<file path="src/rtl/owt_defs.vh">
// Register indices, field positions and encodings of the one-shot wait timer
`ifndef OWT_DEFS_VH
`define OWT_DEFS_VH

// Register indices; byte address is four times the index
`define OWT_IDX_MODE      10'h120
`define OWT_IDX_CTL_ONE   10'h121
`define OWT_IDX_CTL_TWO   10'h122
`define OWT_IDX_STATUS    10'h123
`define OWT_IDX_IRQ_EN    10'h124
`define OWT_IDX_IRQ_CTL   10'h125
`define OWT_IDX_COUNT     10'h126
`define OWT_IDX_PERIOD    10'h128
`define OWT_IDX_CHANGE    10'h129
`define OWT_IDX_WAIT      10'h12a
`define OWT_IDX_BUFFER    10'h12b

// Mode register fields
`define OWT_MODE_START    0
`define OWT_MODE_BUF_C    2
`define OWT_MODE_BUF_D    3
`define OWT_MODE_PIN_EN   7

// Control one fields
`define OWT_C1_LVL_A      0
`define OWT_C1_LVL_B      1
`define OWT_C1_LVL_C      2
`define OWT_C1_LVL_D      3
`define OWT_C1_SRC_LO     4
`define OWT_C1_SRC_HI     6
`define OWT_C1_CLR        7

// Control two fields
`define OWT_C2_EDGE_LO    0
`define OWT_C2_EDGE_HI    1
`define OWT_C2_STOP       2

// Status and enable bits
`define OWT_ST_MATCH_A    0
`define OWT_ST_MATCH_B    1
`define OWT_ST_MATCH_C    2
`define OWT_ST_MATCH_D    3
`define OWT_ST_OVF        4
`define OWT_ST_WIDTH      5

// Interrupt control fields
`define OWT_IC_REQ        0
`define OWT_IC_LVL_LO     1
`define OWT_IC_LVL_HI     3

// Trigger edge encodings
`define OWT_EDGE_NONE     2'h0
`define OWT_EDGE_RISE     2'h1
`define OWT_EDGE_FALL     2'h2
`define OWT_EDGE_BOTH     2'h3

// Count source encodings
`define OWT_SRC_F1        3'h0
`define OWT_SRC_F2        3'h1
`define OWT_SRC_F4        3'h2
`define OWT_SRC_F8        3'h3
`define OWT_SRC_F32       3'h4
`define OWT_SRC_EXT       3'h5
`define OWT_SRC_OSC       3'h6

// Reset values and last divider count
`define OWT_RST_BYTE      8'h00
`define OWT_RST_WORD      16'h0000
`define OWT_DIV_LAST      5'h1f

`endif

</file>
<file path="src/rtl/owt_count_source.v">
// Count source selector producing one-cycle count enables
`timescale 1ns/1ps
`default_nettype none
`include "owt_defs.vh"

module owt_count_source
(
  input  wire       mclk,
  input  wire       srst,
  input  wire [2:0] srcSel,
  input  wire       extClockPin,
  input  wire       fastOscTick,
  output reg        countTick
);

  reg  [4:0] divCount;
  reg        extPrev;
  reg        next_tick;

  // Free-running divider shared by all internal rates
  always @(posedge mclk)
  begin
    if (srst)
    begin
      divCount <= 5'h00;
      extPrev  <= 1'b0;
    end
    else
    begin
      divCount <= divCount + 5'h01;
      extPrev  <= extClockPin;
    end
  end

  always @*
  begin
    case (srcSel)
      `OWT_SRC_F1:  next_tick = 1'b1;
      `OWT_SRC_F2:  next_tick = (divCount[0] == 1'b1);
      `OWT_SRC_F4:  next_tick = (divCount[1:0] == 2'h3);
      `OWT_SRC_F8:  next_tick = (divCount[2:0] == 3'h7);
      `OWT_SRC_F32: next_tick = (divCount == `OWT_DIV_LAST);
      `OWT_SRC_EXT: next_tick = extClockPin & ~extPrev;
      `OWT_SRC_OSC: next_tick = fastOscTick;
      default:      next_tick = 1'b0; // Forbidden code gives no count
    endcase
  end

  // Registered so the core sees a clean pulse
  always @(posedge mclk)
  begin
    if (srst)
      countTick <= 1'b0;
    else
      countTick <= next_tick;
  end

endmodule
`default_nettype wire

</file>
<file path="src/rtl/owt_timer.v">
// One-shot wait PWM timer with Avalon-MM register slave and combined interrupt
//
// Function
// - One waveform after wait; counter halts with output at stop-at-match.
// - Source field picks f1..f32, external rising edge, fast oscillator; 111 forbidden.
// - Counter steps per source tick; period is period value plus one.
// - Wait lasts wait value plus one; active width change minus wait.
// - No trigger edge or no stop-at-match: counting starts on start write.
// - Edge and stop-at-match selected with start set: counting begins on that trigger edge.
// - Start cleared stops count, output shows initial level, count held.
// - Stop-at-match: period match stops count, output initial, count held.
// - Four register matches and overflow share one interrupt request.
// - Pin A trigger input, pin B waveform output, C and D unused.
// - Counter register readable and writable by software.
// - Level select 0: idle low, high at wait, low at change.
// - Level select 1: idle high, low at wait, high at change.
// - Clear select 0 free runs; 1 clears at period match.
// - Writing control one drives initial level onto the pin.
// - Period, change point, wait registers; buffer always compared for match D, loaded into change point when buffered.
// - Buffer mode D: buffer holds next change point value.
// - Request set while any flag and its enable are both one.
// - Request drops when no enabled flag remains; nothing latched.
// - Flags not cleared by acknowledge; software clears them.
// - Free-running counter wraps after 65,536 counts.
`timescale 1ns/1ps
`default_nettype none
`include "owt_defs.vh"

module owt_timer
#(
  parameter CW = 16
)
(
  input  wire        mclk,
  input  wire        srst,
  input  wire [11:0] avsAddress,
  input  wire        avsRead,
  input  wire        avsWrite,
  input  wire [31:0] avsWriteData,
  output reg  [31:0] avsReadData,
  output reg         avsWaitRequest,
  input  wire        trigPin,
  input  wire        extClockPin,
  input  wire        fastOscTick,
  output reg         waveOut,
  output reg         waveOutDriveN,
  output reg         irqRequest,
  output reg  [2:0]  irqLevel,
  output reg         running
);

  // Register file
  reg  [7:0]              modeReg;
  reg  [7:0]              ctlOne;
  reg  [7:0]              ctlTwo;
  reg  [`OWT_ST_WIDTH-1:0] statusReg;
  reg  [`OWT_ST_WIDTH-1:0] irqEnable;
  reg  [CW-1:0]           countReg;
  reg  [CW-1:0]           periodReg;
  reg  [CW-1:0]           changeReg;
  reg  [CW-1:0]           waitReg;
  reg  [CW-1:0]           bufferReg;

  // Trigger synchroniser and edge detect
  reg                     trigMeta;
  reg                     trigSync;
  reg                     trigLast;
  reg                     armed;

  wire [9:0]              regIdx;
  wire                    wrTake;
  wire                    countTick;
  wire [1:0]              trigEdge;
  wire                    stopAtMatch;
  wire                    trigUsed;
  wire                    initLevel;
  wire                    trigHit;
  wire                    startSet;
  wire                    matchA;
  wire                    matchB;
  wire                    matchC;
  wire                    matchD;
  wire                    overflow;
  wire                    tickRun;
  wire [`OWT_ST_WIDTH-1:0] setEvents;
  reg  [31:0]             next_readData;

  // Zero-extend a narrow field to the data bus width
  function [31:0] owt_ext16;
    input [CW-1:0] val;
    begin
      owt_ext16 = {{(32-CW){1'b0}}, val};
    end
  endfunction

  // Match of the running count against one general register
  function owt_match;
    input [CW-1:0] cnt;
    input [CW-1:0] refVal;
    begin
      owt_match = (cnt == refVal);
    end
  endfunction

  assign regIdx      = avsAddress[11:2];
  // A write lands only at the edge where waitrequest is low
  assign wrTake      = avsWrite & ~avsWaitRequest;
  assign trigEdge    = {ctlTwo[`OWT_C2_EDGE_HI], ctlTwo[`OWT_C2_EDGE_LO]};
  assign stopAtMatch = ctlTwo[`OWT_C2_STOP];
  assign initLevel   = ctlOne[`OWT_C1_LVL_B];
  // Trigger only gates start when both fields ask for it
  assign trigUsed    = (trigEdge != `OWT_EDGE_NONE) & stopAtMatch;
  assign startSet    = modeReg[`OWT_MODE_START];

  owt_count_source u_src
  (
    .mclk        (mclk),
    .srst        (srst),
    .srcSel      (ctlOne[`OWT_C1_SRC_HI:`OWT_C1_SRC_LO]),
    .extClockPin (extClockPin),
    .fastOscTick (fastOscTick),
    .countTick   (countTick)
  );

  // Two-flop synchroniser, edge from stages two and three
  always @(posedge mclk)
  begin
    if (srst)
    begin
      trigMeta <= 1'b0;
      trigSync <= 1'b0;
      trigLast <= 1'b0;
    end
    else
    begin
      trigMeta <= trigPin;
      trigSync <= trigMeta;
      trigLast <= trigSync;
    end
  end

  // Edge kind chosen by the trigger field
  assign trigHit = ((trigEdge == `OWT_EDGE_RISE) & trigSync & ~trigLast) |
                   ((trigEdge == `OWT_EDGE_FALL) & ~trigSync & trigLast) |
                   ((trigEdge == `OWT_EDGE_BOTH) & (trigSync ^ trigLast));

  // Compare events, valid only on a counting tick
  assign tickRun  = running & countTick;
  assign matchA   = tickRun & owt_match(countReg, periodReg);
  assign matchB   = tickRun & owt_match(countReg, changeReg);
  assign matchC   = tickRun & owt_match(countReg, waitReg);
  assign matchD   = tickRun & owt_match(countReg, bufferReg);
  // Wrap at all ones of the counter
  assign overflow = tickRun & (&countReg);
  assign setEvents = {overflow, matchD, matchC, matchB, matchA};

  // Avalon slave handshake: one wait cycle, then waitrequest low for one edge
  always @(posedge mclk)
  begin
    if (srst)
    begin
      avsWaitRequest <= 1'b1;
      avsReadData    <= 32'h00000000;
    end
    else if (avsWaitRequest & (avsRead | avsWrite))
    begin
      avsWaitRequest <= 1'b0;
      avsReadData    <= next_readData;
    end
    else
    begin
      avsWaitRequest <= 1'b1;
    end
  end

  // Read mux; unmapped indices read as zero
  always @*
  begin
    next_readData = 32'h00000000;
    case (regIdx)
      `OWT_IDX_MODE:    next_readData = {24'h000000, modeReg};
      `OWT_IDX_CTL_ONE: next_readData = {24'h000000, ctlOne};
      `OWT_IDX_CTL_TWO: next_readData = {24'h000000, ctlTwo};
      `OWT_IDX_STATUS:  next_readData = {27'h0000000, statusReg};
      `OWT_IDX_IRQ_EN:  next_readData = {27'h0000000, irqEnable};
      // Request flag visible alongside the level
      `OWT_IDX_IRQ_CTL: next_readData = {28'h0000000, irqLevel, irqRequest};
      `OWT_IDX_COUNT:   next_readData = owt_ext16(countReg);
      `OWT_IDX_PERIOD:  next_readData = owt_ext16(periodReg);
      `OWT_IDX_CHANGE:  next_readData = owt_ext16(changeReg);
      `OWT_IDX_WAIT:    next_readData = owt_ext16(waitReg);
      `OWT_IDX_BUFFER:  next_readData = owt_ext16(bufferReg);
      default:          next_readData = 32'h00000000;
    endcase
  end

  // Plain configuration registers
  always @(posedge mclk)
  begin
    if (srst)
    begin
      ctlOne    <= `OWT_RST_BYTE;
      ctlTwo    <= `OWT_RST_BYTE;
      irqEnable <= {`OWT_ST_WIDTH{1'b0}};
      irqLevel  <= 3'h0;
      periodReg <= {CW{1'b1}};
      waitReg   <= `OWT_RST_WORD;
      bufferReg <= {CW{1'b1}};
    end
    else if (wrTake)
    begin
      // Level, source and clear bits belong to a stopped timer
      if (regIdx == `OWT_IDX_CTL_ONE)
        ctlOne <= avsWriteData[7:0];
      if (regIdx == `OWT_IDX_CTL_TWO)
        ctlTwo <= avsWriteData[7:0];
      if (regIdx == `OWT_IDX_IRQ_EN)
        irqEnable <= avsWriteData[`OWT_ST_WIDTH-1:0];
      if (regIdx == `OWT_IDX_IRQ_CTL)
        irqLevel <= avsWriteData[`OWT_IC_LVL_HI:`OWT_IC_LVL_LO];
      if (regIdx == `OWT_IDX_PERIOD)
        periodReg <= avsWriteData[CW-1:0];
      if (regIdx == `OWT_IDX_WAIT)
        waitReg <= avsWriteData[CW-1:0];
      if (regIdx == `OWT_IDX_BUFFER)
        bufferReg <= avsWriteData[CW-1:0];
    end
  end

  // Change point, refreshed from the buffer at period match in buffer mode
  always @(posedge mclk)
  begin
    if (srst)
      changeReg <= {CW{1'b1}};
    else if (matchA & modeReg[`OWT_MODE_BUF_D])
      // Buffered change point takes effect per period
      changeReg <= bufferReg;
    else if (wrTake & (regIdx == `OWT_IDX_CHANGE))
      changeReg <= avsWriteData[CW-1:0];
  end

  // Mode register holds start, buffer modes and pin enable
  always @(posedge mclk)
  begin
    if (srst)
      modeReg <= `OWT_RST_BYTE;
    else if (wrTake & (regIdx == `OWT_IDX_MODE))
      modeReg <= avsWriteData[7:0];
  end

  // Status flags: write zero clears, event in same cycle wins
  always @(posedge mclk)
  begin
    if (srst)
      statusReg <= {`OWT_ST_WIDTH{1'b0}};
    else if (wrTake & (regIdx == `OWT_IDX_STATUS))
      statusReg <= (statusReg & avsWriteData[`OWT_ST_WIDTH-1:0]) | setEvents;
    else
      statusReg <= statusReg | setEvents;
  end

  // Level request, follows flags and enables, never latched
  always @(posedge mclk)
  begin
    if (srst)
      irqRequest <= 1'b0;
    else
      irqRequest <= |(statusReg & irqEnable);
  end

  // Run control: start bit, trigger arming and stop at period match
  always @(posedge mclk)
  begin
    if (srst)
    begin
      running <= 1'b0;
      armed   <= 1'b0;
    end
    else if (wrTake & (regIdx == `OWT_IDX_MODE))
    begin
      // Start write begins counting when no trigger gating
      running <= avsWriteData[`OWT_MODE_START] & ~trigUsed;
      armed   <= avsWriteData[`OWT_MODE_START] & trigUsed;
    end
    else if (armed & trigHit)
    begin
      running <= 1'b1;
      armed   <= 1'b0;
    end
    else if (matchA & stopAtMatch)
    begin
      // Stop at period match, rearm if trigger gated
      running <= 1'b0;
      armed   <= startSet & trigUsed;
    end
  end

  // Counter; period-match clear beats a coincident software load
  always @(posedge mclk)
  begin
    if (srst)
      countReg <= `OWT_RST_WORD;
    else if (armed & trigHit & ~(wrTake & (regIdx == `OWT_IDX_MODE)))
      countReg <= `OWT_RST_WORD;
    else if (matchA & stopAtMatch)
      // Count held at the stop point
      countReg <= countReg;
    else if (matchA & ctlOne[`OWT_C1_CLR])
      countReg <= `OWT_RST_WORD;
    else if (wrTake & (regIdx == `OWT_IDX_COUNT))
      countReg <= avsWriteData[CW-1:0];
    else if (tickRun)
      // One step per source tick, wraps naturally
      countReg <= countReg + {{(CW-1){1'b0}}, 1'b1};
  end

  // Waveform pin; control one writes force the idle level
  always @(posedge mclk)
  begin
    if (srst)
      waveOut <= 1'b0;
    else if (wrTake & (regIdx == `OWT_IDX_CTL_ONE))
      // Initial level shows as soon as control one is written
      waveOut <= avsWriteData[`OWT_C1_LVL_B];
    else if (~running & ~armed)
      // Stopped timer shows the idle level
      waveOut <= initLevel;
    else if (matchA & stopAtMatch)
      // Output back to idle in the stopping cycle
      waveOut <= initLevel;
    else if (matchB)
      // Change point returns the idle level
      waveOut <= initLevel;
    else if (matchC)
      // Wait point drives the active level
      waveOut <= ~initLevel;
    else if (armed)
      waveOut <= initLevel;
  end

  // Pin B driven only once waveform output is enabled
  always @(posedge mclk)
  begin
    if (srst)
      waveOutDriveN <= 1'b1;
    else
      waveOutDriveN <= ~modeReg[`OWT_MODE_PIN_EN];
  end

endmodule
`default_nettype wire

</file>
<file path="config.mk">
export PLATFORM = sky130hd
export DESIGN_NAME = owt_timer
export DESIGN_NICKNAME = d
export VERILOG_FILES = /design/src/rtl/owt_count_source.v /design/src/rtl/owt_timer.v
export VERILOG_INCLUDE_DIRS = /design/src /design/src/rtl
export SDC_FILE = /design/constraint.sdc
export NUM_CORES = 1
export LEC_CHECK = 0
export BUFFER_PORTS_ARGS = -buffer_cell sky130_fd_sc_hd__buf_2
export CELL_PAD_IN_SITES_DETAIL_PLACEMENT = 0
export CELL_PAD_IN_SITES_GLOBAL_PLACEMENT = 1
export CORE_MARGIN = 10
export CORE_UTILIZATION = 45
export DETAILED_ROUTE_END_ITERATION = 10
export PLACE_DENSITY_LB_ADDON = 0.1
export SETUP_SLACK_MARGIN = 0.3
export SLEW_MARGIN = 15
export SYNTH_ARGS = -nofsm -noshare
export SYNTH_HDL_FRONTEND = slang
export SYNTH_HIERARCHICAL = 1
export SYNTH_SLANG_ARGS = --single-unit
</file>
<file path="constraint.sdc">
create_clock -name mclk -period 3.9 [get_ports mclk]
set_input_delay 1.17 -clock mclk [delete_from_list [all_inputs] [get_ports mclk]]
set_output_delay 1.17 -clock mclk [all_outputs]
set_load 0.05 [all_outputs]
</file>
# --- Word-level counts from Yosys, hierarchy flattened ---
# Cells that the tools add are included.
totals:
  reg_bits: 165
  input_bits: 51
  out_inout_bits: 40
  elab_cells: 139
classes:
  n_addsub: 2
  eq_ne: 27
  mux: 21
  bitwise: 48
  n_reduce_logical: 17
ops:
  columns: ["op", "count"]
  rows:
  - ["one-hot mux 16 bit (11 select lines)", 1]
  - ["equality test 10 x 9 -> 1 bit (second input constant)", 11]
  - ["two-way mux 16 bit", 5]
  - ["equality test 16 bit", 4]
  - ["AND 1 bit", 29]
  - ["adder 16 x 1 -> 16 bit (second input constant)", 1]
  - ["AND reduction 16 bit", 1]
  - ["AND reduction 2 bit", 8]
  - ["two-way mux 1 bit", 13]
  - ["equality test 3 bit (second input constant)", 4]
  - ["NOT 1 bit", 11]
  - ["AND 5 bit", 2]
  - ["OR 5 bit", 2]
  - ["one-hot mux 1 bit (7 select lines)", 1]
  - ["equality test 2 bit (second input constant)", 3]
  - ["equality test 3 x 2 -> 1 bit (second input constant)", 2]
  - ["nonzero test 3 bit", 2]
  - ["nonzero test 6 bit", 1]
  - ["adder 5 x 1 -> 5 bit (second input constant)", 1]
  - ["equality test 5 bit (second input constant)", 1]
  - ["two-way mux 5 bit", 1]
  - ["OR reduction 5 bit", 1]
  - ["nonzero test 2 bit", 2]
  - ["equality test 3 x 1 -> 1 bit (second input constant)", 1]
  - ["5 further kinds", 7]

# --- Logic depth before layout (Yosys ltp) ---
# Gate-level depths: netlist of run 1.
logic_depth:
  ltp_word: 8
  ltp_mapped: 9
  mapped_depth_nobuf: 7

# --- Hierarchy ---
# The synthesis of run 1 kept the hierarchy.
modules_own_cells:
  columns: ["module", "instances", "cells_per_inst", "area_per_inst_um2", "seq_area_each_um2"]
  rows:
  - ["owt_timer", 1, 880, 7579.8, 2842.7]
  - ["owt_count_source", 1, 28, 297.8, 140.1]

# --- Worst setup path before layout of run 1 ---
# No wires, ideal clock.
synth_path:
  kind: "input to register"
  from: "input avsAddress[6]"
  to: "register countReg[10]"
  setup_ns: 0.122
  arrival_ns: 3.136
  required_time_ns: 3.778
  slack_ns: 0.642
  path_stages: 8
  path_buffers: 2
  cell_sequence: "or4b_4 -> buf_6 -> nor4_4 -> nor2_1 -> a31o_1 -> and2_4 -> buf_6 -> a221o_1"
synth_via:
  elab_chain_len: 5
  elab_cells_between_ends: 11
  classes_between: "2 x eq/ne; 2 x mux; 4 x bitwise; 3 x reduce/logical"
synth_lines:
  columns: ["item", "line_no", "rtl"]
  rows:
  - ["start: declaration", "owt_timer.v:36", "input wire [11:0] avsAddress,"]
  - ["equality test 10 x 9 -> 1 bit", null, null]
  - ["AND 1 bit", "owt_timer.v:303", "else if (armed & trigHit & ~(wrTake & (regIdx == `OWT_IDX_MODE)))"]
  - ["NOT 1 bit", "owt_timer.v:303", null]
  - ["AND 1 bit", "owt_timer.v:303", null]
  - ["OR reduction 2 bit (no source line)", null, null]
  - ["end signal: assignment", "owt_timer.v:302", "countReg <= `OWT_RST_WORD;"]
  - ["end signal: assignment", "owt_timer.v:304", "countReg <= `OWT_RST_WORD;"]
  - ["end signal: assignment", "owt_timer.v:307", "countReg <= countReg;"]
  - ["end: declaration", "owt_timer.v:58", "reg [CW-1:0] countReg;"]
# Several ways; a longest one is shown, not always the timed one.
# A chain may end at the register's enable or synchronous reset.

# --- Final worst setup path of run 1 ---
layout_path:
  from: "input avsAddress[6]"
  to: "register countReg[4]"
# The elaborated chain is that of the path after synthesis.

==> impl_results.rst, run 1 <==
.. list-table::
   :header-rows: 1

   * - Metric
     - Value
   * - Initial core utilization
     - 0.457
   * - Fin nets
     - 993
   * - Count of H-tree levels built during CTS
     - 4
   * - Most common library cell in the layout ignoring fill and taps
     - sky130_fd_sc_hd__dfxtp_1
   * - Die height
     - 152 um
   * - Post-CTS sizing
     - 0
   * - Total global routing overflow
     - 0
   * - Library cell with the largest summed area after synthesis
     - sky130_fd_sc_hd__dfxtp_1
   * - Wire length of the first global-routing pass
     - 41.7 mm
   * - Total of flip-flops plus latches after synthesis
     - 149
   * - Capturing element type of the critical path
     - register
   * - Relative slew margins
     - 0.310
   * - DRC violations left
     - 0
   * - Dpl cells
     - 1144
   * - TritonCTS clock tree
     - yes
   * - Clock slew at the register clock pins of the worst setup and hold paths
     - 60 ps
   * - Post-detail-place hpwl
     - 19.2 mm
   * - Routed length per placed instance
     - 23.2 um
   * - Max Clock Skew
     - 8.23 ps
   * - Proportion of netlist area held by the largest area contributor
     - 0.379
   * - GP Congestion
     - 0.908
   * - Endpoint arrival time on the critical path
     - 3430 ps
   * - Detail Route Antenna Nets
     - 0
   * - Period minus WS final
     - 3110 ps
   * - Clock buffer count from CTS
     - 17
   * - Cell chosen for the clock root
     - sky130_fd_sc_hd__clkbuf_16
   * - EDFF count, synth
     - 0
   * - Clock Tree Buf Depth
     - 2
   * - Post-DR vias/cell
     - 6.05
   * - Syn avg cell area
     - 8.68 um2
   * - Hold violation count in the final report
     - 0
   * - Required time at the worst-slack endpoint
     - 4220 ps
   * - Peak clock frequency supported by timing
     - 322 MHz
   * - Number of DRC violations after detailed-routing iteration 0
     - 759
   * - Final max-slew violation count
     - 0
   * - Routed wire length
     - 27.2 mm
   * - Final setup violating endpoints
     - 0
   * - # rows
     - 48
   * - Clock insertion delay at the later pin of the skew report
     - 440 ps
   * - Category of the most critical setup path
     - input port to register
   * - Die ar.
     - 0.0232 mm2
   * - Number of top-level pins
     - 91
   * - IR Drop Worst-Case VDD
     - 0.000290 V
   * - Antenna cells
     - 0
   * - Fraction of final layout cells sized beyond drive strength 1
     - 0.163
   * - Result of the run
     - completed
   * - Fraction of registers with async set/reset
     - 0
   * - Via count of the first global-routing pass
     - 6868
   * - Most frequent cells in the layout
     - 149 x sky130_fd_sc_hd__dfxtp_1, 139 x sky130_fd_sc_hd__nand2_1, 80 x sky130_fd_sc_hd__mux2i_1
   * - GR peak layer
     - met2
   * - Number of search-and-repair iterations in the first detailed-routing pass
     - 6
   * - Total power density per cell area
     - 393 mW/mm2
   * - Unrepaired setup endpoints after global routing
     - false
   * - Worst setup SP type
     - input port
   * - Overall via count from detail_route
     - 7115
   * - M1 GR Usage
     - 0.311
   * - Tightest Pin Transition
     - 1030 ps
   * - Cell types occupying the most area after synthesis
     - sky130_fd_sc_hd__dfxtp_1 38%, sky130_fd_sc_hd__mux2i_1 10%, sky130_fd_sc_hd__nand2_1 6.6%
   * - Area of the mapped netlist
     - 0.00788 mm2
   * - Sink Count
     - 149
   * - Hold buffer count at CTS
     - 0
   * - Port Buffers
     - 56
   * - Initial antenna violation count
     - 0
   * - Non-filler instance count after layout
     - 1176
   * - Post-Syn Instances
     - 908
   * - GR met2 Demand/Resource
     - 0.349
   * - Overall power of the completed layout
     - 3.51 mW
   * - Final clock period utilization by the worst path
     - 0.797
   * - Peak fanout along the critical path
     - 32
   * - Path class of the lowest-slack min-delay path
     - register to register
   * - Largest net degree at the start of global routing
     - 61
   * - Placeable core region
     - 0.0172 mm2
   * - Max-cap violations
     - 0
   * - Die Span X
     - 152 um
   * - Setup_tns
     - 0 ps
   * - Share of the yosys chip area belonging to registers
     - 0.379
   * - Global routing usage summed across all routing layers
     - 0.227
   * - Layout overhead on the synthesized area
     - 13.2%
   * - Number of distinct library cell variants in the gate-level netlist after synthesis
     - 73
   * - Most used DFF post-synth
     - sky130_fd_sc_hd__dfxtp_1
   * - Reported leakage power
     - 3.50 nW
   * - Setup Fix Bufs, Post-CTS
     - 0
   * - M3 GR Usage
     - 0.0466
   * - Number of warning messages in the yosys log
     - 6
## logic make-up (layout without fill, tap and decap cells)
group	after synthesis	after routing	synth area share
compound gates	187	187	0.163
xor+xnor	66	66	0.0734
fa+ha+maj	4	4	0.00635
buf+inv	94	122	0.0564
flops	149	149	0.379
mux	97	97	0.126
other cells	1	16	0.000476
simple gates	310	310	0.196
## synthesized netlist by cell type, types with 4 or more instances
cell	number
sky130_fd_sc_hd__dfxtp_1	149
sky130_fd_sc_hd__and2_1	7
sky130_fd_sc_hd__nand4_1	15
sky130_fd_sc_hd__buf_2	7
sky130_fd_sc_hd__nor3_1	17
sky130_fd_sc_hd__nor4_1	8
sky130_fd_sc_hd__and3_1	8
sky130_fd_sc_hd__a22o_1	7
sky130_fd_sc_hd__ha_1	4
sky130_fd_sc_hd__buf_1	4
sky130_fd_sc_hd__nor2b_1	13
sky130_fd_sc_hd__o31ai_1	5
sky130_fd_sc_hd__clkbuf_1	58
sky130_fd_sc_hd__mux2i_1	80
sky130_fd_sc_hd__a21oi_1	60
sky130_fd_sc_hd__a221oi_1	9
sky130_fd_sc_hd__o22ai_1	5
sky130_fd_sc_hd__a22oi_1	11
sky130_fd_sc_hd__a222oi_1	15
sky130_fd_sc_hd__nor2_1	44
sky130_fd_sc_hd__xnor2_1	33
sky130_fd_sc_hd__or2_2	4
sky130_fd_sc_hd__nor4b_1	4
sky130_fd_sc_hd__a211oi_1	5
sky130_fd_sc_hd__xor2_1	33
sky130_fd_sc_hd__nand2b_1	4
sky130_fd_sc_hd__nand2_1	139
sky130_fd_sc_hd__o21ai_0	32
sky130_fd_sc_hd__a221o_1	10
sky130_fd_sc_hd__buf_4	16
sky130_fd_sc_hd__inv_1	5
sky130_fd_sc_hd__mux2_2	17
sky130_fd_sc_hd__nand3_1	22
## routing by layer
layer	routed length [um]	vias to the layer above	share of wire
met2	12200	311	0.45
li1	-	3283	-
met5	0	-	0
met1	12400	3479	0.46
met4	516	0	0.019
met3	2130	42	0.078
## layout make-up
cell class / instances / area, um2
clock buffers: 19 / 443
clock inverters: 13 / 173
fillers: 1631 / 8320
inverters: 6 / 22.5
multi-input cells: 680 / 4530
flip-flops and latches: 149 / 2980
well taps: 225 / 282
repair buffers: 84 / 490
## per-stage QoR
| step | cell area (um2) | setup slack (ps) | hold WS (ps) | utilization |
|---|---|---|---|---|
| floorplan | 7930 | 642 | 370 | - |
| global placement | 8310 | 409 | 406 | 0.482 |
| detailed placement | 8310 | 372 | 415 | 0.482 |
| CTS | 8920 | 823 | 428 | 0.518 |
| global route | 8920 | 716 | 440 | 0.518 |
| finish | 8920 | 792 | 431 | 0.518 |
## critical path, cell delays in order
cell	delay (ps)
sky130_fd_sc_hd__buf_2	100
sky130_fd_sc_hd__or4b_4	660
sky130_fd_sc_hd__nor4_4	360
sky130_fd_sc_hd__buf_4	390
sky130_fd_sc_hd__nor2_1	100
sky130_fd_sc_hd__and3_1	300
sky130_fd_sc_hd__a221o_1	330
## report_power, final
part	leakage (nW)	switching, mW	internal [mW]
Combinational	2.01	0.169	0.0471
Sequential	1.21	0.00764	1.53
Clock	0.287	0.716	1.03
## path summary, 6_finish.rpt
kind / cells past startpoint / end / start / slack [ps]
max: 7 / countReg[4] / avsAddress[6] / 790
min: 1 / waveOutDriveN / modeReg[7] / 430
max reg2reg: 6 / countReg[4] / countReg[13] / 1110
min reg2reg: 1 / waveOutDriveN / modeReg[7] / 430
## registers in the layout (all words and copies together) (netlist names), 3 cells and up
name / cells
waitReg: 16
bufferReg: 16
ctlTwo: 8
periodReg: 16
changeReg: 16
statusReg: 5
modeReg: 8
ctlOne: 8
irqLevel: 3
avsReadData: 16
u_src/divCount: 5
irqEnable: 5
countReg: 16
Power figures use the tool's default switching activity.
==> run 2, diff against run 1 <==
--- a/config.mk
+++ b/config.mk
@@ -6,11 +6,12 @@
 export SDC_FILE = /design/constraint.sdc
 export NUM_CORES = 1
 export LEC_CHECK = 0
+export ABC_AREA = 1
 export BUFFER_PORTS_ARGS = -buffer_cell sky130_fd_sc_hd__buf_2
 export CELL_PAD_IN_SITES_DETAIL_PLACEMENT = 0
 export CELL_PAD_IN_SITES_GLOBAL_PLACEMENT = 1
 export CORE_MARGIN = 10
-export CORE_UTILIZATION = 45
+export CORE_UTILIZATION = 38
 export DETAILED_ROUTE_END_ITERATION = 10
 export PLACE_DENSITY_LB_ADDON = 0.1
 export SETUP_SLACK_MARGIN = 0.3
==> constraint.sdc (replaced) <==
create_clock -name mclk -period 2.7 [get_ports mclk]
set_input_delay 0.81 -clock mclk [delete_from_list [all_inputs] [get_ports mclk]]
set_output_delay 0.81 -clock mclk [all_outputs]
set_load 0.05 [all_outputs]
==> run 2 against run 1 <==
Against the previous run:
- setup slack worse by 280 ps
- combinational power rose by 23%
- critical path type is now register to register
- largest power group unchanged
- sequential power increased by 44%
- non-clock buffer count up 15
==> impl_results.rst, run 2 <==
.. list-table::
   :header-rows: 1

   * - Metric
     - Value
   * - Result of the run
     - completed
   * - Terminating pin of the worst hold path
     - trigSync
   * - Mux share of post-synthesis cell area
     - 0 (-0.126)
   * - Most common library cell in the layout ignoring fill and taps
     - sky130_fd_sc_hd__nand2_1
   * - Post-detail-place hpwl
     - 22.9 mm (+19%)
   * - Setup Fix Bufs, Post-CTS
     - 0 (unchanged)
   * - Syn avg cell area
     - 6.75 um2 (-22%)
   * - Port Buffers
     - 56 (unchanged)
   * - GP Congestion
     - 0.917 (+0.92%)
   * - Worst setup SP type
     - register
   * - Wire length of the first global-routing pass
     - 46.8 mm (+12%)
   * - Area of the mapped netlist
     - 0.00842 mm2 (+6.9%)
   * - Layout overhead on the synthesized area
     - 15.7%
   * - Placeable core region
     - 0.0218 mm2 (+27%)
   * - Capturing element type of the critical path
     - register
   * - Global routing usage summed across all routing layers
     - 0.212 (-0.0147)
   * - Crit. Startpoint
     - countReg[3]
   * - Clock Tree Buf Depth
     - 2 (unchanged)
   * - Sink Count
     - 149 (unchanged)
   * - # rows
     - 54 (+13%)
   * - Post-Syn Instances
     - 1248 (+37%)
   * - Area fraction in and, or, nand and nor cells after synthesis
     - 0.292 (+0.0957)
   * - Die height
     - 169 um (+11%)
   * - Fraction of the mapped netlist area in compound gates
     - 0.199 (+0.0365)
   * - Most frequent cells in the layout
     - 323 x sky130_fd_sc_hd__nand2_1, 147 x sky130_fd_sc_hd__dfxtp_1, 130 x sky130_fd_sc_hd__inv_1
   * - Category of the most critical setup path
     - register to register
   * - Tightest Pin Transition
     - 563 ps (-464 ps)
   * - Total power density per cell area
     - 512 mW/mm2 (+30%)
   * - Cell chosen for the clock root
     - sky130_fd_sc_hd__clkbuf_16
   * - Total global routing overflow
     - 0 (unchanged)
   * - Count of H-tree levels built during CTS
     - 4 (unchanged)
   * - Most used DFF post-synth
     - sky130_fd_sc_hd__dfxtp_1
   * - IR Drop Worst-Case VDD
     - 0.000440 V (+52%)
   * - Main combinational cell family by area after synthesis
     - simple AND/OR/NAND/NOR gates
   * - Die Span X
     - 169 um (+11%)
   * - Relative slew margins
     - 0.624 (+0.314)
   * - Via count of the first global-routing pass
     - 7767 (+13%)
   * - Fraction of registers with async set/reset
     - 0 (unchanged)
   * - Setup WS post-layout
     - 515 ps (-277 ps)
   * - Cell types occupying the most area after synthesis
     - sky130_fd_sc_hd__dfxtp_1 35%, sky130_fd_sc_hd__nand2_1 14%, sky130_fd_sc_hd__o21ai_0 6.1%
   * - Path class of the lowest-slack min-delay path
     - register to register
   * - Clock buffer count from CTS
     - 17 (unchanged)
   * - Number of top-level pins
     - 91 (unchanged)
   * - Final max-slew violation count
     - 0 (unchanged)
   * - Start of the worst register-to-register path
     - countReg[3]
   * - Number of DRC violations after detailed-routing iteration 0
     - 601 (-21%)
   * - Top cell types by occurrence after synthesis
     - 323 x sky130_fd_sc_hd__nand2_1, 149 x sky130_fd_sc_hd__dfxtp_1, 130 x sky130_fd_sc_hd__inv_1, 102 x sky130_fd_sc_hd__o21ai_0
   * - Hold violation count in the final report
     - 0 (unchanged)
   * - Initial core utilization
     - 0.386 (-0.0710)
   * - TritonCTS clock tree
     - yes
   * - DRC violations left
     - 0 (unchanged)
   * - Routed length per placed instance
     - 19.2 um (-17%)
   * - Period minus WS final
     - 2190 ps
   * - Adder-cell share of the synthesized area
     - 0.00594 (-0.000412)
   * - Share of the yosys chip area belonging to registers
     - 0.354 (-0.0246)
   * - Minimum setup slack after placement
     - 1.67 ps (-371 ps)
   * - Max Clock Skew
     - 13.5 ps (+5.22 ps)
   * - Peak clock frequency supported by timing
     - 458 MHz
   * - Peak fanout along the critical path
     - 16 (-50%)
   * - Unrepaired setup endpoints after global routing
     - true
   * - Fraction of final layout cells sized beyond drive strength 1
     - 0.167 (+0.00393)
   * - Required time at the worst-slack endpoint
     - 3060 ps (-1160 ps)
   * - Tightest hold margin
     - 407 ps (-24.3 ps)
   * - Proportion of netlist area held by the largest area contributor
     - 0.354 (-0.0246)
   * - Max-cap violations
     - 0 (unchanged)
   * - Die ar.
     - 0.0285 mm2 (+23%)
   * - Fin nets
     - 1366 (+38%)
   * - Routed wire length
     - 30.8 mm (+13%)
   * - Largest net degree at the start of global routing
     - 36 (-41%)
   * - Number of distinct library cell variants in the gate-level netlist after synthesis
     - 45 (-38%)
   * - Detail Route Antenna Nets
     - 0 (unchanged)
   * - Final setup violating endpoints
     - 0 (unchanged)
   * - Initial antenna violation count
     - 1 (+1)
   * - Reported leakage power
     - 4.49 nW (+28%)
   * - Hold Path Stages
     - 2 (+1)
   * - Most common cell in the netlist
     - sky130_fd_sc_hd__nand2_1
   * - Number of search-and-repair iterations in the first detailed-routing pass
     - 5 (-1)
   * - EDFF count, synth
     - 0 (unchanged)
   * - Total of flip-flops plus latches after synthesis
     - 149 (unchanged)
   * - Library cell with the largest summed area after synthesis
     - sky130_fd_sc_hd__dfxtp_1
   * - Register-to-Register Setup Slack
     - 510 ps (-600 ps)
   * - Post-DR vias/cell
     - 5.15 (-15%)
   * - Worst min-delay path startpoint
     - trigMeta
   * - Crit Reg-Reg Endpoint
     - countReg[8]
   * - Antenna cells
     - 0 (unchanged)
   * - Endpoint arrival time on the critical path
     - 2540 ps (-890 ps)
   * - Clock slew at the register clock pins of the worst setup and hold paths
     - 70 ps (about the same)
   * - Overall via count from detail_route
     - 8254 (+16%)
   * - Setup_tns
     - 0 ps (unchanged)
   * - Depth of the most critical reg-to-reg path
     - 11 (+5)
   * - Final clock period utilization by the worst path
     - 0.809
   * - Clock insertion delay at the later pin of the skew report
     - 430 ps (about the same)
   * - Fraction of synthesized cell area in xor and xnor cells
     - 0.0319 (-0.0414)
   * - Number of warning messages in the yosys log
     - 6 (unchanged)
[run 2: cell types whose count changed in the layout (fill, tap and decap cells not counted), moves of 28 or more]
| cell | delta |
|---|---|
| sky130_fd_sc_hd__o21ai_0 | +71 |
| sky130_fd_sc_hd__a21oi_1 | +28 |
| sky130_fd_sc_hd__mux2i_1 | -80 |
| sky130_fd_sc_hd__o211ai_1 | +33 |
| sky130_fd_sc_hd__inv_1 | +125 |
| sky130_fd_sc_hd__nor2_1 | +43 |
| sky130_fd_sc_hd__nand3_1 | +28 |
| sky130_fd_sc_hd__nand2_1 | +184 |
[run 2: layout make-up]
cell class | instances | area [um2]
Clock buffer | 17 | 425
Timing Repair Buffer | 99 | 703
Clock inverter | 15 | 186
Fill cell | 2337 | 12100
Inverter | 154 | 579
Tap cell | 280 | 350
Sequential cell | 149 | 2990
Multi-Input combinational cell | 890 | 4520
[run 2: worst max path at each step]
stage	endpoint	slack [ps]	depth (start not counted)
2_1_floorplan	changeReg[6]	620	10
6_report	countReg[8]	510	11
3_3_place_gp	avsReadData[10]	6	12
4_1_cts	avsReadData[10]	450	12
5_1_grt	waveOut	290	12
3_5_place_dp	avsReadData[10]	2	11
[run 2: where the power goes]
part,switching (mW),internal (mW)
clock,1.11,1.41
combinational,0.210,0.0568
sequential,0.00572,2.21
total,1.32,3.67
[run 2: stage by stage]
step           utilization  power [mW]  cells  cell area [um2]
4_1_cts              0.446        5.02   1604             9740
2_1_floorplan            -        2.44   1263             8480
3_3_place_gp         0.418        2.53   1572             9130
5_1_grt              0.447        5.15   1604             9750
6_report             0.447        4.99   1604             9750
3_5_place_dp         0.418        2.52   1572             9130
[run 2: per-layer routing]
layer	routed length (um)	part of all wire	track usage
met5	0	0	0
met3	1640	0.053	0.0380
met2	14600	0.47	0.356
met1	13900	0.45	0.271
met4	688	0.022	0.0632
[run 2: critical path, stage by stage (launching register included)]
cell and delay [ps]:
sky130_fd_sc_hd__dfxtp_1 570, sky130_fd_sc_hd__inv_2 150, sky130_fd_sc_hd__nand2_1 90, sky130_fd_sc_hd__nand2_1 70
sky130_fd_sc_hd__nor2_1 90, sky130_fd_sc_hd__nand2_1 60, sky130_fd_sc_hd__nor2_2 200, sky130_fd_sc_hd__nand4_4 210
sky130_fd_sc_hd__o21ai_4 130, sky130_fd_sc_hd__buf_4 300, sky130_fd_sc_hd__nand2_1 100, sky130_fd_sc_hd__a21oi_2 140
[run 2: logic make-up after synthesis]
group                      after synthesis
and+or+nand+nor                        546
AOI/OAI and AO/OA                      295
buffers and inverters                  224
DFF                                    149
xor gates and xnor gates                29
adders and majority gates                4
other                                    1
[run 2: what timing repair did]
item	CTS	global route
setup endpoints to repair	0	4
gates resized for setup	0	3
hold buffers	0	0
